--- src/pclt_pkg.sv ---
`default_nettype none
package pclt_pkg;
  // ----------------------------------------------------------------
  // Timing
  // ----------------------------------------------------------------
  localparam int unsigned CLK_MHZ = 125;
  localparam int unsigned PERIOD_US = 1000;
  localparam int unsigned ZERO_US = 500;
  localparam int unsigned ONE_US = 750;
  localparam int unsigned START_US = 900;
  localparam int unsigned GAP_MS = 22;
  localparam int unsigned TOL_US = 50;
  localparam int unsigned RX_START_US = (START_US + ONE_US) / 2;
  localparam int unsigned RX_ONE_US = (ONE_US + ZERO_US) / 2;
  localparam int unsigned PERIOD_CYC = PERIOD_US * CLK_MHZ;
  localparam int unsigned ZERO_CYC = ZERO_US * CLK_MHZ;
  localparam int unsigned ONE_CYC = ONE_US * CLK_MHZ;
  localparam int unsigned START_CYC = START_US * CLK_MHZ;
  localparam int unsigned GAP_CYC = GAP_MS * 1000 * CLK_MHZ;
  localparam int unsigned TOL_CYC = TOL_US * CLK_MHZ;
  localparam int unsigned RX_START_CYC = RX_START_US * CLK_MHZ;
  localparam int unsigned RX_ONE_CYC = RX_ONE_US * CLK_MHZ;
  localparam int unsigned CW = 24;

  // ----------------------------------------------------------------
  // Frame layout
  // ----------------------------------------------------------------
  localparam logic [3:0] FRAME_PULSES = 4'hA;
  localparam logic [3:0] DATA_BITS = 4'h8;
  localparam logic [1:0] SIG_POWER = 2'h1;
  localparam logic [1:0] SIG_CURRENT = 2'h2;
  localparam logic MODE_POWER = 1'h0;
  localparam logic MODE_CURRENT = 1'h1;

  // ----------------------------------------------------------------
  // Controller registers
  // ----------------------------------------------------------------
  localparam logic [3:0] OFS_CMD = 4'h0;
  localparam logic [3:0] OFS_STATUS = 4'h4;
  localparam logic [3:0] OFS_TELEM = 4'h8;
  localparam logic [3:0] OFS_CTRL = 4'hC;
  localparam int unsigned CMD_MODE_BIT = 8;
  localparam int unsigned TELEM_NEW_BIT = 8;
  localparam int unsigned FIFO_W = 9;
  localparam int unsigned FIFO_D = 16;

  // ----------------------------------------------------------------
  // States
  // ----------------------------------------------------------------
  typedef enum logic [1:0] {DEC_IDLE, DEC_HIGH, DEC_LOW} pclt_dec_t;
  typedef enum logic {ENC_IDLE, ENC_SEND} pclt_enc_t;
  typedef enum logic [1:0] {SND_IDLE, SND_PULSE, SND_GAP} pclt_snd_t;
endpackage : pclt_pkg
`default_nettype wire

--- src/pclt_link_if.sv ---
`timescale 1ns/1ns
`default_nettype none
interface pclt_link_if;
  // Limit-setting line, driven by the controller
  logic lim_oe;
  logic lim_out;
  // Level seen on the line; undriven reads low
  logic lim_level;
  // Event indication line, driven by the device
  logic evt;

  assign lim_level = lim_oe & lim_out;

  modport dev (
    input lim_oe,
    input lim_level,
    output evt
  );
  modport ctl (
    output lim_oe,
    output lim_out,
    input evt
  );
endinterface : pclt_link_if
`default_nettype wire

--- src/pclt_controller.sv ---
// Our own choices: the Avalon-MM slave port and the placing of the registers.
`timescale 1ns/1ns
`default_nettype none
module pclt_fifo #(
  parameter int unsigned W = pclt_pkg::FIFO_W,
  parameter int unsigned D = pclt_pkg::FIFO_D
) (
  // Clock and reset
  input wire logic core_clk,
  input wire logic reset,
  // Fill side
  input wire logic in_valid,
  output logic in_ready,
  input wire logic [W-1:0] in_data,
  // Drain side
  output logic out_valid,
  input wire logic out_ready,
  output logic [W-1:0] out_data
);
  localparam int unsigned AW = $clog2(D);

  typedef struct packed {
    logic [D-1:0][W-1:0] mem;
    logic [AW-1:0] wp;
    logic [AW-1:0] rp;
    logic [AW:0] cnt;
  } pclt_fifo_st_t;

  pclt_fifo_st_t f_reg;
  pclt_fifo_st_t f_next;

  always_comb begin
    logic push;
    logic pop;
    push = in_valid && (f_reg.cnt != (AW + 1)'(D));
    pop = out_ready && (f_reg.cnt != '0);
    f_next = f_reg;
    if (push) begin
      f_next.mem[f_reg.wp] = in_data;
      f_next.wp = f_reg.wp + AW'(1);
    end
    if (pop) begin
      f_next.rp = f_reg.rp + AW'(1);
    end
    f_next.cnt = f_reg.cnt + (AW + 1)'(push) - (AW + 1)'(pop);
  end

  always_ff @(posedge core_clk or posedge reset) begin
    if (reset) begin
      f_reg <= '0;
    end else begin
      f_reg <= f_next;
    end
  end

  assign in_ready = (f_reg.cnt != (AW + 1)'(D));
  assign out_valid = (f_reg.cnt != '0);
  assign out_data = f_reg.mem[f_reg.rp];
endmodule : pclt_fifo

module pclt_controller #(
  parameter int unsigned PER_CYC = pclt_pkg::PERIOD_CYC,
  parameter int unsigned ZERO_CYC = pclt_pkg::ZERO_CYC,
  parameter int unsigned ONE_CYC = pclt_pkg::ONE_CYC,
  parameter int unsigned GAP_CYC = pclt_pkg::GAP_CYC,
  parameter int unsigned RX_START_CYC = pclt_pkg::RX_START_CYC,
  parameter int unsigned RX_ONE_CYC = pclt_pkg::RX_ONE_CYC
) (
  // Clock and reset
  input wire logic core_clk,
  input wire logic reset,
  // Link
  pclt_link_if.ctl link,
  // Avalon-MM slave
  input wire logic [3:0] avs_address,
  input wire logic avs_read,
  input wire logic avs_write,
  input wire logic [31:0] avs_writedata,
  output logic [31:0] avs_readdata,
  output logic avs_waitrequest
);
  localparam int unsigned CW = pclt_pkg::CW;
  localparam int unsigned FW = pclt_pkg::FIFO_W;

  typedef struct packed {
    logic wreq;
    logic [31:0] rdata;
    pclt_pkg::pclt_snd_t sst;
    logic [CW-1:0] scnt;
    logic [3:0] sidx;
    logic [9:0] sbits;
    logic oe;
    logic out;
    logic strap;
    logic [7:0] sent;
    logic prev;
    logic [CW-1:0] rcnt;
    logic [3:0] ridx;
    logic [7:0] rshift;
    logic [7:0] tele;
    logic tnew;
  } pclt_ctl_st_t;

  pclt_ctl_st_t c_reg;
  pclt_ctl_st_t c_next;
  logic fifo_in_valid;
  logic fifo_in_ready;
  logic fifo_out_valid;
  logic fifo_out_ready;
  logic [FW-1:0] fifo_out_data;
  logic done;

  // Access completes at the edge where waitrequest is low
  assign done = !c_reg.wreq && (avs_read || avs_write);
  assign fifo_in_valid = done && avs_write && (avs_address == pclt_pkg::OFS_CMD);
  assign fifo_out_ready = (c_reg.sst == pclt_pkg::SND_IDLE);

  pclt_fifo #(
    .W(FW),
    .D(pclt_pkg::FIFO_D)
  ) u_fifo (
    .core_clk(core_clk),
    .reset(reset),
    .in_valid(fifo_in_valid),
    .in_ready(fifo_in_ready),
    .in_data(avs_writedata[FW-1:0]),
    .out_valid(fifo_out_valid),
    .out_ready(fifo_out_ready),
    .out_data(fifo_out_data)
  );

  always_comb begin
    logic efall;
    logic erise;
    logic rbit;
    logic [9:0] sig;
    erise = link.evt & ~c_reg.prev;
    efall = ~link.evt & c_reg.prev;
    rbit = 1'h0;
    sig = '0;
    c_next = c_reg;
    c_next.prev = link.evt;

    // --------------------------------------------------------------
    // Register access
    // --------------------------------------------------------------
    c_next.wreq = 1'h1;
    if (c_reg.wreq && (avs_read || avs_write)) begin
      // A full queue holds the command write off
      c_next.wreq = avs_write && avs_address == pclt_pkg::OFS_CMD && !fifo_in_ready;
      c_next.rdata = '0;
      if (avs_read) begin
        unique case (avs_address)
          pclt_pkg::OFS_STATUS: begin
            c_next.rdata = {16'h0, c_reg.sent, 4'h0, c_reg.tnew,
                            (c_reg.sst != pclt_pkg::SND_IDLE), !fifo_in_ready, !fifo_out_valid};
          end
          pclt_pkg::OFS_TELEM: begin
            c_next.rdata = {23'h0, c_reg.tnew, c_reg.tele};
          end
          pclt_pkg::OFS_CTRL: begin
            c_next.rdata = {31'h0, c_reg.strap};
          end
          default: begin
            c_next.rdata = '0;
          end
        endcase
      end
    end
    if (done && avs_write && avs_address == pclt_pkg::OFS_CTRL) begin
      c_next.strap = avs_writedata[0];
    end
    if (done && avs_read && avs_address == pclt_pkg::OFS_TELEM) begin
      c_next.tnew = 1'h0;
    end

    // --------------------------------------------------------------
    // Frame sender
    // --------------------------------------------------------------
    unique case (c_reg.sst)
      pclt_pkg::SND_IDLE: begin
        c_next.oe = c_reg.strap;
        c_next.out = 1'h0;
        if (fifo_out_valid) begin
          sig[9:8] = fifo_out_data[pclt_pkg::CMD_MODE_BIT] ?
                     pclt_pkg::SIG_CURRENT : pclt_pkg::SIG_POWER;
          sig[7:0] = fifo_out_data[7:0];
          c_next.sbits = sig;
          c_next.sst = pclt_pkg::SND_PULSE;
          c_next.scnt = '0;
          c_next.sidx = 4'h0;
        end
      end
      pclt_pkg::SND_PULSE: begin
        c_next.scnt = c_reg.scnt + CW'(1);
        if (c_reg.scnt == CW'(PER_CYC - 1)) begin
          c_next.scnt = '0;
          c_next.sbits = {c_reg.sbits[8:0], 1'h0};
          c_next.sidx = c_reg.sidx + 4'h1;
          if (c_next.sidx == pclt_pkg::FRAME_PULSES) begin
            c_next.sst = pclt_pkg::SND_GAP;
            c_next.sent = c_reg.sent + 8'h1;
          end
        end
      end
      pclt_pkg::SND_GAP: begin
        c_next.scnt = c_reg.scnt + CW'(1);
        if (c_reg.scnt == CW'(GAP_CYC - 1)) begin
          c_next.sst = pclt_pkg::SND_IDLE;
          c_next.scnt = '0;
        end
      end
      default: begin
        c_next.sst = pclt_pkg::SND_IDLE;
      end
    endcase
    if (c_next.sst == pclt_pkg::SND_PULSE) begin
      c_next.oe = 1'h1;
      c_next.out = c_next.scnt < (c_next.sbits[9] ? CW'(ONE_CYC) : CW'(ZERO_CYC));
    end else if (c_next.sst == pclt_pkg::SND_GAP) begin
      c_next.oe = c_reg.strap;
      c_next.out = 1'h0;
    end

    // --------------------------------------------------------------
    // Telemetry receiver
    // --------------------------------------------------------------
    if (c_reg.rcnt != {CW{1'h1}}) begin
      c_next.rcnt = c_reg.rcnt + CW'(1);
    end
    if (erise) begin
      c_next.rcnt = '0;
    end
    if (efall) begin
      rbit = (c_reg.rcnt >= CW'(RX_ONE_CYC));
      if (c_reg.rcnt >= CW'(RX_START_CYC)) begin
        c_next.ridx = 4'h0;
      end else if (c_reg.ridx < pclt_pkg::DATA_BITS) begin
        c_next.rshift = {c_reg.rshift[6:0], rbit};
        c_next.ridx = c_reg.ridx + 4'h1;
        if (c_next.ridx == pclt_pkg::DATA_BITS) begin
          c_next.tele = {c_reg.rshift[6:0], rbit};
          c_next.tnew = 1'h1;
        end
      end
    end
  end

  always_ff @(posedge core_clk or posedge reset) begin
    if (reset) begin
      c_reg <= '{wreq: 1'h1, ridx: pclt_pkg::DATA_BITS, sst: pclt_pkg::SND_IDLE, default: '0};
    end else begin
      c_reg <= c_next;
    end
  end

  assign avs_readdata = c_reg.rdata;
  assign avs_waitrequest = c_reg.wreq;
  assign link.lim_oe = c_reg.oe;
  assign link.lim_out = c_reg.out;
endmodule : pclt_controller
`default_nettype wire

--- src/flat_wrapper.sv ---
// flat-port wrapper written by rule: the top's interface ports become plain ports
module pclt_controller_flat 
#(
  parameter int unsigned PER_CYC = pclt_pkg::PERIOD_CYC,
  parameter int unsigned ZERO_CYC = pclt_pkg::ZERO_CYC,
  parameter int unsigned ONE_CYC = pclt_pkg::ONE_CYC,
  parameter int unsigned GAP_CYC = pclt_pkg::GAP_CYC,
  parameter int unsigned RX_START_CYC = pclt_pkg::RX_START_CYC,
  parameter int unsigned RX_ONE_CYC = pclt_pkg::RX_ONE_CYC
)
  (core_clk, reset, avs_address, avs_read, avs_write, avs_writedata, avs_readdata, avs_waitrequest, link_lim_oe, link_lim_out, link_evt);
  pclt_link_if link_i ();
  input wire logic core_clk;
  input wire logic reset;
  input wire logic [3:0] avs_address;
  input wire logic avs_read;
  input wire logic avs_write;
  input wire logic [31:0] avs_writedata;
  output logic [31:0] avs_readdata;
  output logic avs_waitrequest;
  output wire logic [$bits(link_i.lim_oe)-1:0] link_lim_oe;
  output wire logic [$bits(link_i.lim_out)-1:0] link_lim_out;
  input wire logic [$bits(link_i.evt)-1:0] link_evt;
  assign link_lim_oe = link_i.lim_oe;
  assign link_lim_out = link_i.lim_out;
  assign link_i.evt = link_evt;
  pclt_controller #(.PER_CYC(PER_CYC), .ZERO_CYC(ZERO_CYC), .ONE_CYC(ONE_CYC), .GAP_CYC(GAP_CYC), .RX_START_CYC(RX_START_CYC), .RX_ONE_CYC(RX_ONE_CYC)) u_core (.core_clk(core_clk), .reset(reset), .link(link_i), .avs_address(avs_address), .avs_read(avs_read), .avs_write(avs_write), .avs_writedata(avs_writedata), .avs_readdata(avs_readdata), .avs_waitrequest(avs_waitrequest));
endmodule
--- config.mk ---
export PLATFORM = sky130hd
export DESIGN_NAME = pclt_controller_flat
export DESIGN_NICKNAME = d
export VERILOG_FILES = /design/src/pclt_pkg.sv /design/src/pclt_link_if.sv /design/src/pclt_controller.sv /design/src/flat_wrapper.sv
export SDC_FILE = /design/constraint.sdc
export NUM_CORES = 1
export LEC_CHECK = 0
export BUFFER_PORTS_ARGS = -buffer_cell sky130_fd_sc_hd__buf_2
export CORE_MARGIN = 2
export CORE_UTILIZATION = 49
export DETAILED_ROUTE_END_ITERATION = 10
export PLACE_DENSITY = 0.74
export SLEW_MARGIN = 20
export SYNTH_ARGS = -nofsm -noshare
export SYNTH_HDL_FRONTEND = slang
export SYNTH_HIERARCHICAL = 1
export SYNTH_SLANG_ARGS = --single-unit
--- constraint.sdc ---
create_clock -name core_clk -period 6.9 [get_ports core_clk]
set_input_delay 0.69 -clock core_clk [delete_from_list [all_inputs] [get_ports core_clk]]
set_output_delay 0.69 -clock core_clk [all_outputs]
set_load 0.005 [all_outputs]
==> impl_metrics.csv, run 1 <==
group,metric,value,unit
setup_path,worstPathBufferInverterCount,1,
placement,port_buffers,36,
grt,grt_pass1_wl,45.8,mm
cells_and_area,multi_input_area,0.00633,mm^2
die,rows,61,
grt,grt_usage,19.2,%
setup_path,slowest_delay,730,ps
sta,fin_skew,15.9,ps
clocking,post-cts-setup-buffers,0,
die,core,0.0276,mm^2
logic_synthesis,seq_area_frac_synth,49.5,%
die,die_h,171,um
detailed_routing,finalWirelength,27.7,mm
detailed_routing,wl_per_cell,18.0,um
detailed_routing,dr_total_vias,8868,
setup_path,critPathLaunch,"u_core/c_reg[91]",
sta,period_needed,5010,ps
die,start_util,49.4,%
cells_and_area,drive_gt1_share,25.5,%
worst_hold_path,min_from,"link_evt",
detailed_routing,drc,0,
setup_path,crit_slowest_cell,"or4_1",
clocking,cts_max_level,1,
pwr,ir_drop,0.182,mV
pwr,seqPwrFrac,48.1,%
worst_hold_path,hold_class,"in2reg",
detailed_routing,ant_nets,0,
logic_synthesis,ys_async_sr_fraction,100,%
setup_path,worst_ep_required_time,7390,ps
cells_and_area,num_antenna_cells,0,
sta,hold_viol_final,0,
clocking,tritoncts,"yes",
sta,timing.fmax,200,MHz
setup_path,crit_top_cell,"or4_1",
placement,globalplace.congestion,0.865,
sta,fin_tns_setup,0,ps
die,die-area,0.0292,mm^2
sta,max_slew_margin,30.0,%
logic_synthesis,ys.warnings.count,6,
sta,rsz0062_at_grt,"false",
clocking,cts_root_buffer,"clkbuf_16",
grt,grt_max_degree,97,
clocking,path_clk_slew,60,ps
clocking,clock_path_buffers,3,
setup_path,crit_family,"simple AND/OR/NAND/NOR gates",
setup_path,start_kind,"flop",
grt,grt_antenna_before_repair,0,
cells_and_area,n_fill_cell,2329,
cells_and_area,syn2layout_area_growth,8.85,%
pwr,swShare,25.5,%
die,dieWidth,171,um
logic_synthesis,netlist_instances,1126,
clocking,hold_buffers,0,
cells_and_area,final-seq-area,0.00676,mm^2
pwr,p_total,3710,uW
logic_synthesis,synth-main-ff-cell,"dfrtp_1",
placement,place_hpwl,18.4,mm
clocking,cts_made_buffers,29,
cells_and_area,layout_commonest_cell,"dfrtp_1",
logic_synthesis,synth_edf_count,0,
clocking,numClockSinks,270,
pwr,clkPwrFrac,40.9,%
logic_synthesis,synth_cell_types,86,
clocking,clk_latency,550,ps
cells_and_area,num-nets-final,1203,
cells_and_area,layoutNonFillerInstCount,1536,
placement,place_inst,1482,
setup_path,critical_path_class,"reg2reg",
setup_path,r2r-start,"u_core/c_reg[91]",
cells_and_area,largest_reg_flops,157,
logic_synthesis,synth_seq_cells,270,
pwr,p_int,2770,uW
die,ios,76,
pwr,powerDensity,250,mW/mm^2
pwr,p_leak,0.00735,uW
cells_and_area,final_cell_mix,"dfrtp_1 (267), mux2_2 (135), nand2_1 (78)",
detailed_routing,vias_per_cell,5.77,
sta,tightest_slew,1040,ps
pwr,p_comb_share,11.0,%
grt,grt_pass1_vias,8806,
setup_path,worst_setup_path_end_kind,"flop",
clocking,post_cts_resized,0,
sta,drv_slew,0,
flow_run,drv_cap,0,
detailed_routing,drtPass1Iterations,5,
sta,period_share,72.6,%
outcome,status,"finished, final reports clean",
setup_path,path_cells,"or4_1 -> or4_1 -> o21bai_2 -> and2_1 -> buf_4 -> o21ai_0 -> a22o_1 -> ha_1 -> a211o_1 -> nor2_1 -> or4b_1 -> a21oi_1 -> o32a_1",
detailed_routing,dr.first_iter.drc_count,652,
grt,overflow,0,
pwr,p_switching,946,uW
logic_synthesis,synth.avg_cell_area,12.1,um^2
setup_path,crit_fanout,20,
sta,setup_viol,0,
logic_synthesis,syn_area,0.0137,mm^2
setup_path,crit_arrival,5500,ps
[Yosys cell counts (3+ instances only)]
library cell / number / area (um^2)
nor2b_1: 9 / 56.3
xor2_1: 21 / 184
a211o_1: 3 / 26.3
buf_6: 3 / 33.8
dfrtp_1: 268 / 6710
inv_1: 24 / 90.1
a21boi_0: 6 / 45.0
nand3_2: 5 / 50.1
o2111ai_1: 4 / 35.0
xnor2_1: 18 / 158
o211ai_1: 5 / 37.5
a22o_1: 20 / 175
a21oi_1: 19 / 95.1
nor3_1: 5 / 25.0
nand3_4: 4 / 70.1
a22oi_1: 20 / 150
mux2_1: 9 / 101
ha_1: 26 / 325
or3_1: 4 / 25.0
nand3_1: 23 / 115
o31ai_1: 4 / 30.0
a31oi_1: 3 / 18.8
nand2_1: 78 / 293
a211oi_1: 3 / 22.5
clkbuf_1: 26 / 97.6
nand4_1: 23 / 144
a21o_1: 7 / 52.6
nor4_1: 9 / 56.3
mux4_2: 18 / 405
nor2_1: 51 / 191
and4_1: 11 / 96.3
a221oi_1: 18 / 158
nand4_4: 3 / 63.8
nand2b_1: 7 / 43.8
and3_1: 9 / 56.3
and2_1: 12 / 75.1
buf_4: 39 / 293
o21ai_0: 46 / 230
mux2_2: 135 / 1520
mux2i_1: 38 / 380
buf_2: 10 / 50.1
mux2_4: 19 / 285
or4_1: 4 / 30.0
[power by group through the flow]
stage	combinational (uW)	clock [uW]	sequential, uW
2_1_floorplan	356	0	1780
6_report	407	1520	1790
4_1_cts	412	1550	1790
3_5_place_dp	408	0	1810
5_1_grt	459	1620	1800
3_3_place_gp	392	0	1810
[path summary, 6_finish.rpt]
check	endpoint	slack (ps)	cells after the start
min	u_core/c_reg[45]	280	1
min in group asynchronous	u_core/c_reg[88]	330	2
max reg2reg	u_core/link.lim_out	1890	13
min reg2reg	u_core/c_reg[53]	470	1
max in group asynchronous	u_core/u_fifo/f_reg[118]	5200	3
max	u_core/link.lim_out	1890	13
[through the flow]
step | worst slack, ps | util, % | instance area [um^2] | hold slack, ps
after detailed placement | 2010 | 50.4 | 13900 | 464
after floorplan | 1980 | - | 13700 | 442
final | 1890 | 53.8 | 14900 | 279
after CTS | 1970 | 53.8 | 14900 | 259
after global placement | 2060 | 50.4 | 13900 | 459
after global routing | 1690 | 53.8 | 14900 | 263
[cell families (layout without fill, tap and decap cells)]
family / count (synthesis) / in the layout / share of synthesized area [%]
buffers and inverters: 109 / 126 / 4.58
AO/OA/AOI/OAI: 183 / 183 / 9.67
AND/OR/NAND/NOR: 278 / 278 / 11.5
other: 1 / 16 / 0.0274
XOR/XNOR: 39 / 39 / 2.50
adder cells (fa/ha/maj): 27 / 27 / 2.53
multiplexers: 219 / 219 / 19.7
flip-flops: 270 / 270 / 49.5
[layer usage]
layer | track usage, % | vias to the layer above | wire (um)
met5 | 0 | - | 0
met4 | 5.20 | 0 | 501
met3 | 2.41 | 44 | 1060
met2 | 31.4 | 197 | 13300
met1 | 27.1 | 4501 | 12800
li1 | - | 4126 | -
[cell type report]
type,instances,area share (%)
Multi-Input combinational cell,762,42.6
Clock buffer,45,5.76
Timing Repair Buffer,47,1.77
Tap cell,378,3.18
Sequential cell,270,45.5
Clock inverter,9,0.547
Inverter,25,0.682
Note: power is estimated with default switching activity, not from simulation.
==> run 2, diff against run 1 <==
clock period = 4.7 ns   (was 6.9 ns; I/O delays follow)
==> impl_metrics.csv, run 2 (synthesis results as in run 1) <==
group,metric,value,unit
pwr,ir_drop,0.281,mV
clocking,hold_buffers,0,
placement,dpl-instance-area,0.0140,mm^2
sta,drv_slew,0,
cells_and_area,syn2layout_area_growth,9.68,%
pwr,powerDensity,367,mW/mm^2
die,start_util,49.4,%
setup_path,worst_setup_path_end_kind,"flop",
sta,period_needed,4370,ps
sta,fin_skew,14.1,ps
sta,tightest_slew,912,ps
grt,overflow,0,
die,ios,76,
detailed_routing,wl_per_cell,18.0,um
die,rows,61,
detailed_routing,dr_total_vias,8847,
cells_and_area,layout_commonest_cell,"dfrtp_1",
grt,grt_max_degree,158,
detailed_routing,drc,0,
clocking,cts_max_level,1,
sta,hold_viol_final,0,
clocking,numClockSinks,270,
detailed_routing,vias_per_cell,5.73,
pwr,p_leak,0.00741,uW
cells_and_area,largest_reg_flops,157,
detailed_routing,drtPass1Iterations,5,
die,die-area,0.0292,mm^2
flow_run,drv_cap,0,
placement,place_ws,420,ps
grt,grt_pass1_vias,8803,
outcome,status,"finished, final reports clean",
clocking,post_cts_resized,0,
grt,grt_usage,19.1,%
clocking,post-cts-setup-buffers,0,
detailed_routing,dr.first_iter.drc_count,725,
grt,grt_pass1_wl,45.5,mm
clocking,cts_root_buffer,"clkbuf_16",
worst_hold_path,hold_class,"in2reg",
clocking,path_clk_slew,60,ps
setup_path,crit_fanout,17,
sta,max_slew_margin,39.0,%
placement,place_hpwl,18.5,mm
sta,fin_tns_setup,0,ps
die,die_h,171,um
clocking,tritoncts,"yes",
setup_path,start_kind,"flop",
sta,fin_ws,326,ps
setup_path,critical_path_class,"reg2reg",
sta,timing.fmax,229,MHz
clocking,cts_made_buffers,29,
sta,setup_viol,0,
setup_path,crit_slowest_cell,"or4_1",
placement,port_buffers,36,
cells_and_area,num_antenna_cells,0,
clocking,clk_latency,550,ps
setup_path,worst_ep_required_time,5180,ps
sta,period_share,93.1,%
detailed_routing,finalWirelength,27.8,mm
cells_and_area,final_cell_mix,"dfrtp_1 (267), mux2_2 (135), nand2_1 (78)",
detailed_routing,ant_nets,0,
cells_and_area,drive_gt1_share,26.7,%
clocking,clock_path_buffers,3,
setup_path,slowest_delay,720,ps
sta,rsz0062_at_grt,"false",
placement,globalplace.congestion,0.888,
die,core,0.0276,mm^2
die,dieWidth,171,um
setup_path,crit_top_cell,"or4_1",
cells_and_area,num-nets-final,1212,
setup_path,crit_arrival,4850,ps
setup_path,path_cells,"or4_1 -> or4_1 -> o21bai_2 -> buf_4 -> nand2_1 -> a22o_1 -> ha_1 -> a211o_1 -> nor2_1 -> or4b_1 -> a21oi_1 -> o32a_1",
cells_and_area,design_area,0.0150,mm^2
grt,grt_antenna_before_repair,0,
==> run 2: changes by cell type in the layout (fill, tap and decap cells not counted), sizes merged <==
cell | previous run | this run
inv | 25 | 23
clkinv | 8 | 12
clkbuf | 45 | 38
bufinv | 1 | 2
buf | 47 | 56
clkinvlp | 0 | 3
==> run 2: worst paths after layout <==
path,startpoint,endpoint,slack (ps),depth (start not counted)
hold reg to reg,u_core/c_reg[59],u_core/c_reg[59],480,2
max in group asynchronous,reset,u_core/c_reg[85],3670,3
hold / removal,link_evt,u_core/c_reg[45],70,1
min in group asynchronous,reset,u_core/c_reg[36],110,2
setup / recovery,u_core/c_reg[89],u_core/link.lim_out,330,12
setup reg to reg,u_core/c_reg[89],u_core/link.lim_out,330,12
==> run 2: power breakdown <==
group	switching, uW	internal (uW)	leakage, uW
logic	331	268	0.00324
registers	132	2490	0.00368
clock network	920	1360	0.000488
total	1380	4120	0.00741
==> run 2: worst max-delay path, delay by kind of cell, from the launching register on <==
kind	cells	cell delay, ps
compound gates	5	1180
fa+ha+maj	1	310
buf+inv	1	240
flops	1	420
simple gates	5	2150
==> run 2: per-stage QoR <==
stage          cells  hold WS [ps]  total power, uW  utilization (%)
2_1_floorplan   1141           442             3130                -
3_3_place_gp    1491           458             3240             50.7
3_5_place_dp    1491           465             3270             50.7
4_1_cts         1544          44.2             5560             54.2
5_1_grt         1544          67.9             5760             54.2
6_report        1544          68.1             5500             54.2
==> run 2: layout make-up <==
cell class	instances	area [um^2]
clock buffers	38	840
multi-input cells	762	6330
fillers	2352	12600
repair buffers	56	343
clock inverters	15	130
well taps	378	473
inverters	25	103
flip-flops and latches	270	6760
==> run 2: metal layers <==
| metal | wire, um | GRT usage (%) | vias up |
|---|---|---|---|
| met4 | 548 | 4.61 | 0 |
| met2 | 13200 | 31.8 | 176 |
| met1 | 12800 | 26.2 | 4499 |
| met5 | 0 | 0 | - |
| met3 | 1210 | 3.10 | 41 |
| li1 | - | - | 4131 |
